$ cat config.mk
export PLATFORM = sky130hd
export DESIGN_NAME = digital_port_handshake
export DESIGN_NICKNAME = d
export VERILOG_FILES = /design/src/hdl/dph_pkg.sv /design/src/hdl/digital_port_handshake.sv
export SDC_FILE = /design/constraint.sdc
export NUM_CORES = 1
export LEC_CHECK = 0
export BUFFER_PORTS_ARGS = -buffer_cell sky130_fd_sc_hd__buf_2
export CORE_MARGIN = 3
export CORE_UTILIZATION = 57
export DETAILED_ROUTE_END_ITERATION = 6
export PLACE_DENSITY = 0.83
export SETUP_SLACK_MARGIN = 0.2
export SLEW_MARGIN = 20
export SYNTH_ARGS = -nofsm -noshare
export SYNTH_HDL_FRONTEND = slang
export SYNTH_SLANG_ARGS = --single-unit
$ cat constraint.sdc
create_clock -name clk -period 4.51 [get_ports clk]
set_input_delay 0.6765 -clock clk [delete_from_list [all_inputs] [get_ports clk]]
set_output_delay 0.6765 -clock clk [all_outputs]
set_load 0.1 [all_outputs]
$ cat src/hdl/dph_pkg.sv
package dph_pkg;
  // port geometry
  localparam int NUM_PORTS = 4;
  localparam int PORT_WIDTH = 8;
  localparam int NUM_GROUPS = 2;
  localparam int GROUP_WIDTH = NUM_PORTS * PORT_WIDTH;
  // group membership codes per port
  localparam logic [1:0] GRP_NONE = 2'h0;
  localparam logic [1:0] GRP_ONE = 2'h1;
  localparam logic [1:0] GRP_TWO = 2'h2;
  // reset values
  localparam logic [7:0] DIR_RESET = 8'h00;
  localparam logic [7:0] OUT_RESET = 8'h00;
  // acknowledge pulse length in cycles
  localparam int ACK_CYCLES = 1;
  localparam int ACK_CNT_W = 4;

  // host-side access of one port
  typedef struct packed {
    logic wrEn;
    logic [1:0] port;
    logic [7:0] data;
  } dph_wr_t;

  typedef struct packed {
    logic latched;
    logic accepted;
    logic pending;
  } dph_grp_stat_t;
endpackage

$ cat src/hdl/digital_port_handshake.sv
`timescale 1ns/1ps
`default_nettype none
module digital_port_handshake #(
  parameter int NPORT = dph_pkg::NUM_PORTS,
  parameter logic [3:0] PORT_LINES_FULL = 4'hf, // 1: port has 8 lines
  parameter logic [3:0] FIXED_IN = 4'h0, // port permanently input
  parameter logic [3:0] FIXED_OUT = 4'h0, // port permanently output
  parameter logic [3:0] LINE_DIR_OK = 4'hf, // per-line direction allowed
  parameter int NARROW_LINES = 4 // line count of a narrow port
) (
  input wire logic clk, // system clock
  input wire logic rst, // synchronous reset, active high
  input wire dph_pkg::dph_wr_t hostWr, // host port data write
  input wire logic dirWrEn, // host direction write strobe
  input wire logic [1:0] dirPort, // port index for direction write
  input wire logic [7:0] dirData, // 1 per line = output
  input wire logic [7:0] portGroup, // 2 bits per port, group code
  input wire logic [1:0] grpHandshake, // handshaked mode per group
  input wire logic [1:0] grpStatClr, // clear group latched and accepted flags
  input wire logic [1:0] readPort, // port index for host read
  output logic [7:0] readData, // read value of readPort
  input wire logic [31:0] linesIn, // pin input levels, 8 per port
  output logic [31:0] linesOut, // pin drive values
  output logic [31:0] linesOe, // pin output enables, high drives
  input wire logic [1:0] reqIn, // group request lines
  output logic [1:0] ackOut, // group acknowledge lines
  output logic [31:0] grpInData, // latched data of group one
  output logic [31:0] grpInData2, // latched data of group two
  output dph_pkg::dph_grp_stat_t [1:0] grpStat // group status
);
  typedef struct packed {
    logic [3:0][7:0] dir;
    logic [3:0][7:0] outv;
    logic [1:0][31:0] latch;
    logic [1:0] reqPrev;
    logic [1:0][3:0] ackCnt;
    dph_pkg::dph_grp_stat_t [1:0] stat;
    logic [7:0] rd;
  } dph_state_t;

  dph_state_t st_reg;
  dph_state_t st_next;

  // mask of valid lines, narrow ports drop upper bits
  function automatic logic [7:0] lineMask(input logic [1:0] p);
    lineMask = PORT_LINES_FULL[p] ? 8'hff :
      8'((16'h0001 << NARROW_LINES) - 16'h0001);
  endfunction

  // member of group g (0 or 1)
  function automatic logic inGroup(input logic [1:0] p, input logic g);
    logic [1:0] code;
    code = portGroup[2*p +: 2];
    inGroup = g ? (code == dph_pkg::GRP_TWO) : (code == dph_pkg::GRP_ONE);
  endfunction

  // effective direction respects fixed ports
  function automatic logic [7:0] effDir(input logic [1:0] p,
                                        input logic [7:0] d);
    if (FIXED_IN[p]) begin
      effDir = 8'h00;
    end else if (FIXED_OUT[p]) begin
      effDir = 8'hff;
    end else if (LINE_DIR_OK[p]) begin
      effDir = d;
    end else begin
      effDir = {8{d[0]}};
    end
  endfunction

  // how a transfer runs, as seen from the pins:
  // - a write to a member port of a live group updates the lines at
  //   the next edge and raises the group acknowledge for one pulse
  // - a rising request on a live group latches every input member at
  //   the next edge, acknowledges, and marks a pending write accepted
  // - port p fills bits 8p+7 down to 8p of its group word, so a pair
  //   or a four-port group reads back as one wide word
  // - requests are edge-taken; a far side that holds its request high
  //   must drop it before the next transfer can be taken
  // - nothing here waits: the design cannot stall the far side, so a
  //   request that comes faster than software reads the word overwrites
  //   the latch, and the latched flag is the only warning
  // - narrow ports never drive or report their missing lines
  // - a group in handshaked mode with no member port, or with members
  //   that do not form a legal width, answers nothing at all
  // - a clear and a request in the same cycle leave the flag set, so a
  //   latch that lands while software clears is never lost
  // - write acknowledge and request acknowledge share one pulse line;
  //   the far side tells them apart by the way it is moving data

  // request edges: reqPrev follows the pin every cycle, so a level held
  // high over several cycles is one request, not a stream of them;
  // reqPrev resets low, the idle level, so reset alone makes no edge
  logic [1:0] reqRise;
  assign reqRise = reqIn & ~st_reg.reqPrev;

  // a group is one port, an aligned pair of ports or all four; any other
  // member set is not a legal width and does not handshake
  function automatic logic shapeOk(input logic [3:0] m);
    unique case (m)
      4'h1, 4'h2, 4'h4, 4'h8: shapeOk = 1'b1;
      4'h3, 4'hc: shapeOk = 1'b1;
      4'hf: shapeOk = 1'b1;
      default: shapeOk = 1'b0;
    endcase
  endfunction

  // member ports of each group, one bit per port
  logic [1:0][3:0] grpMembers;
  always_comb begin
    grpMembers = '0;
    for (int g = 0; g < 2; g++) begin
      for (int p = 0; p < 4; p++) begin
        grpMembers[g][p] = inGroup(2'(p), g[0]);
      end
    end
  end

  // a group handshakes only in handshaked mode with a legal member set;
  // an empty group would otherwise answer requests with no data moved
  logic [1:0] grpShapeOk;
  logic [1:0] grpLive;
  always_comb begin
    for (int g = 0; g < 2; g++) begin
      grpShapeOk[g] = shapeOk(grpMembers[g]);
    end
  end
  assign grpLive = grpHandshake & grpShapeOk;

  // host writes that a live group must announce with a pulse
  logic [1:0] wrAnnounce;
  always_comb begin
    wrAnnounce = 2'h0;
    for (int g = 0; g < 2; g++) begin
      if (hostWr.wrEn && grpLive[g]) begin
        wrAnnounce[g] = grpMembers[g][hostWr.port];
      end
    end
  end

  // request edges taken by a live group
  logic [1:0] reqTaken;
  assign reqTaken = reqRise & grpLive;

  // groups whose acknowledge starts this cycle, from either cause
  logic [1:0] ackStart;
  assign ackStart = wrAnnounce | reqTaken;

  // input members of each group; an output member has nothing to latch,
  // and a port turned half way round is left out until it is all input
  logic [1:0][3:0] latchSel;
  always_comb begin
    latchSel = '0;
    for (int g = 0; g < 2; g++) begin
      for (int p = 0; p < 4; p++) begin
        latchSel[g][p] = grpMembers[g][p] && st_reg.dir[p] == 8'h00;
      end
    end
  end

  // byte seen on a read: driven state on output lines, pin level on
  // input lines; a mixed port is resolved line by line
  function automatic logic [7:0] portView(input logic [1:0] p);
    for (int b = 0; b < 8; b++) begin
      portView[b] = st_reg.dir[p][b] ? st_reg.outv[p][b] :
        linesIn[8*p + b];
    end
    portView = portView & lineMask(p);
  endfunction

  // next-state logic
  always_comb begin
    logic [1:0] pi;
    logic handshaked;
    pi = 2'h0;
    handshaked = 1'b0;
    st_next = st_reg;
    st_next.reqPrev = reqIn;

    // pulses run down first so that a new event can restart them
    for (int g = 0; g < 2; g++) begin
      if (st_reg.ackCnt[g] != 4'h0) begin
        st_next.ackCnt[g] = st_reg.ackCnt[g] - 4'h1;
      end
      // a clear yields to a request edge in the same cycle
      if (grpStatClr[g]) begin
        st_next.stat[g].latched = 1'b0;
        st_next.stat[g].accepted = 1'b0;
      end
    end

    // direction writes; fixed ports keep their setting
    if (dirWrEn) begin
      st_next.dir[dirPort] = effDir(dirPort, dirData) & lineMask(dirPort);
    end

    // host data writes; plain mode updates the lines at once
    if (hostWr.wrEn) begin
      pi = hostWr.port;
      st_next.outv[pi] = hostWr.data & lineMask(pi);
    end

    // a handshaked write goes out at once and stays pending until the far side takes it
    for (int g = 0; g < 2; g++) begin
      handshaked = wrAnnounce[g];
      if (handshaked) begin
        st_next.stat[g].pending = 1'b1;
        st_next.stat[g].accepted = 1'b0;
      end
    end

    // request: all all-input member ports latch on the same edge
    for (int g = 0; g < 2; g++) begin
      if (reqTaken[g]) begin
        for (int p = 0; p < 4; p++) begin
          if (latchSel[g][p]) begin
            st_next.latch[g][8*p +: 8] =
              linesIn[8*p +: 8] & lineMask(2'(p));
            st_next.stat[g].latched = 1'b1;
          end
        end
        if (st_reg.stat[g].pending) begin
          st_next.stat[g].accepted = 1'b1;
          st_next.stat[g].pending = 1'b0;
        end
      end
    end

    // one place restarts the pulse, so back-to-back events stretch it
    for (int g = 0; g < 2; g++) begin
      if (ackStart[g]) begin
        st_next.ackCnt[g] = 4'(dph_pkg::ACK_CYCLES);
      end
    end

    // read-back is registered, one cycle behind readPort
    st_next.rd = portView(readPort);
  end

  // state register; reset leaves every line undriven except on fixed output ports
  // fixed output ports come up driving their reset value
  always_ff @(posedge clk) begin
    if (rst) begin
      st_reg <= '0;
      for (int p = 0; p < 4; p++) begin
        st_reg.dir[p] <= FIXED_OUT[p] ? 8'hff : dph_pkg::DIR_RESET;
      end
    end else begin
      st_reg <= st_next;
    end
  end

  // pin drive follows the output register whatever the direction, so
  // turning a port round shows the last written value at once
  always_comb begin
    for (int p = 0; p < 4; p++) begin
      linesOut[8*p +: 8] = st_reg.outv[p];
    end
  end

  // enables come from direction; lines a narrow port lacks stay off
  always_comb begin
    for (int p = 0; p < 4; p++) begin
      linesOe[8*p +: 8] = st_reg.dir[p] & lineMask(2'(p));
    end
  end

  // acknowledge stands while its counter runs
  always_comb begin
    for (int g = 0; g < 2; g++) begin
      ackOut[g] = st_reg.ackCnt[g] != 4'h0;
    end
  end

  // group words and status flags come straight from flip-flops;
  // the flags are levels that stand until cleared or replaced
  assign readData = st_reg.rd;
  assign grpInData = st_reg.latch[0];
  assign grpInData2 = st_reg.latch[1];
  assign grpStat = st_reg.stat;
endmodule
`default_nettype wire

==> results.yml <==
global_route:
  overflow: 0
  grt_pass1_vias: 6003
  grt_pass1_wl_microns: 33700
  antenna_found_initial: 3
  grtUsageTotal: 0.297
  grt_max_degree: 61
timing:
  setup_viol: 0
  fin_setup_tns_ns: 0
  hold_viol: 0
  period_share: 0.579
  drv_slew: 0
  max-slew-margin-rel: 0.293
  rsz0062_at_grt: "false"
  finClkSkew_ns: 0.00787
  fmax_ghz: 0.383
  worstMarginPinSlew_ns: 1.06
  holdWs_ns: 0.448
  min_period_ns: 2.61
critical_path:
  r2r_slack_ns: 2.46
  critical-path-top-delay-family: "simple AND/OR/NAND/NOR gates"
  path_max_fanout: 5
  worst_setup_path_end_kind: "primary output"
  max_stage_delay_ns: 0.52
  slowest_stage: "nor3b_1"
  worstReg2RegEnd: "grpInData[25]"
  worst_r2r_startpoint: "linesOe[27]"
  cp-start-kind: "register"
  cp_num_buf_inv: 3
  r2r_cells: 5
  startpoint: "st_reg[14]"
  worst_path_most_repeated_cell: "inv_1"
  path_class: "reg2out"
  crit_chain: "inv_1 -> ha_1 -> nor3b_1 -> inv_1 -> buf_2"
  arrival_ns: 1.94
  critPathRequiredTime_ns: 3.83
clock_network:
  clk_pin_slew_worst_paths_ns: 0.06
  cts_tree: "yes"
  holdBufCountCts: 0
  insertion_delay_ns: 0.43
  cts_buffers: 17
  cts_root_buf: "clkbuf_16"
  ctsHtreeMaxLevel: 4
  cts_setup_buffers: 0
  ctsLongestPathBuffers: 2
  postCtsResizedCells: 0
  clkSinkCount: 152
finish:
  drive_above_1_share: 0.327
  final_common_cell: "buf_2"
  mostFrequentLayoutCells: "214 x buf_2, 152 x dfxtp_1, 98 x mux2i_1"
  nFillCells: 1078
  fin_area_sq_um: 8520
  area_delta_synth_final_pct: 9.47
  final_nets: 960
detailed_routing:
  avgViaCountPerCell: 6.02
  drt_first_pass_iters: 5
  drc_errors: 0
  wirelength_microns: 22500
  vias: 6461
  ant_nets: 0
  routedWlPerCell_microns: 21.0
  drt_first_iter_violations: 715
yosys:
  synth_nets: 907
  synth_xor_area_frac: 0.00450
  syn-cell-area_sq_um: 7780
  synth_top_area_cell: "dfxtp_1"
  synthAdderAreaFrac: 0.00643
  synth_top_area_share: 0.391
  ys_ff_latch: 152
  netlist_top_cells_area: "dfxtp_1 39%, buf_4 14%, mux2i_1 13%"
  synthMuxAreaShare: 0.155
  syn-mean-instance-area_sq_um: 9.36
  yosysUniqueCellTypes: 44
  yosys_warnings: 0
  synth_cells: 831
  synth_compound_area_frac: 0.106
  synthSimpleGateAreaFrac: 0.170
  ys_seq_area_frac: 0.391
  synth_top_family_by_area: "simple AND/OR/NAND/NOR gates"
placement:
  placed_cell_area_sq_um: 7870
  dp_hpwl_microns: 16800
  place_congestion: 0.963
  numPortBuffers: 215
outcome:
  status: "finished, final reports clean"
job:
  cap_violations: 0
hold_path:
  worstHoldEndpoint: "grpStat[5]"
  min_from: "grpStat[5]"
  worstHoldPathCells: 2
  hp-class: "reg2reg"
pwr:
  power_mw: 3.96
  p_leak_nw: 3.88
  power_density_nw_per_um2: 465
  ir_drop_v: 0.000385
die:
  rows: 42
  core_area_sq_um: 13300
  die_h_microns: 123
  boundaryPins: 216
  initial_utilization: 0.585
  die_x_microns: 123
  dieArea_sq_um: 15100
## routing by layer
metal,share of wire,vias to the layer above,track usage
li1,-,2934,-
met1,0.39,3047,0.384
met2,0.46,403,0.460
met3,0.10,75,0.0737
met4,0.045,2,0.156
met5,0.00075,-,0
## worst register-to-register path: stages (launching register included)
cell and delay [ns]:
dfxtp_1 0.39, or4_4 0.63, nor3_4 0.47, nand2_4 0.16, o21ai_1 0.16, a21oi_1 0.09
## cell families (layout without fill, tap and decap cells)
group / after synthesis / after routing
AO/OA/AOI/OAI: 152 / 152
XOR/XNOR: 4 / 4
buffers and inverters: 195 / 260
AND/OR/NAND/NOR: 216 / 216
flip-flops: 152 / 152
other: 0 / 2
adder cells (fa/ha/maj): 4 / 4
multiplexers: 108 / 108
## Yosys cell counts (all sizes together)
library cell  number
a21oi             72
a22o               1
a311oi             2
a32o               1
and2b              1
and3b              2
buf              158
clkbuf            30
dfxtp            152
ha                 4
inv                7
mux2i             98
mux4              10
nand2             13
nand2b             8
nand3              2
nand3b             5
nand4             64
nor2              78
nor2b              5
nor3              15
nor3b              5
nor4               3
nor4bb             2
o211a              2
o211ai             4
o21a               2
o21ai             67
o22ai              1
or3                4
or4                9
xnor2              4
## power breakdown
part	switching (mW)	total, mW	internal (mW)
logic	0.702	0.940	0.238
clock network	0.564	1.56	0.992
registers	0.0523	1.46	1.41
## how the worst max path moves through the flow
| stage | slack [ns] | end | cells past startpoint |
|---|---|---|---|
| floorplan | 2.35 | ackOut[0] | 4 |
| global placement | 1.85 | grpInData2[10] | 6 |
| detailed placement | 1.76 | grpInData2[1] | 6 |
| CTS | 1.85 | ackOut[0] | 5 |
| global route | 1.71 | ackOut[0] | 5 |
| finish | 1.90 | ackOut[0] | 5 |
## layout make-up
cell class                 count  area [sq um]  area share
antenna                        2          5.00    0.000588
clock buffer                  19           443      0.0520
clock inverter                12           199      0.0234
inverter                       7          26.3     0.00309
multi-input combinational    484          3440       0.404
sequential                   152          3040       0.357
tap                          176           220      0.0259
timing repair buffer         222          1140       0.134
## per-stage QoR
stage | setup slack (ns) | std cells | utilization
5_1_grt | 1.71 | 1074 | 0.641
6_report | 1.90 | 1074 | 0.641
3_5_place_dp | 1.76 | 1041 | 0.592
2_1_floorplan | 2.35 | 831 | -
3_3_place_gp | 1.85 | 1040 | 0.591
4_1_cts | 1.85 | 1072 | 0.640
No activity file was read; power rests on OpenSTA's default activity.
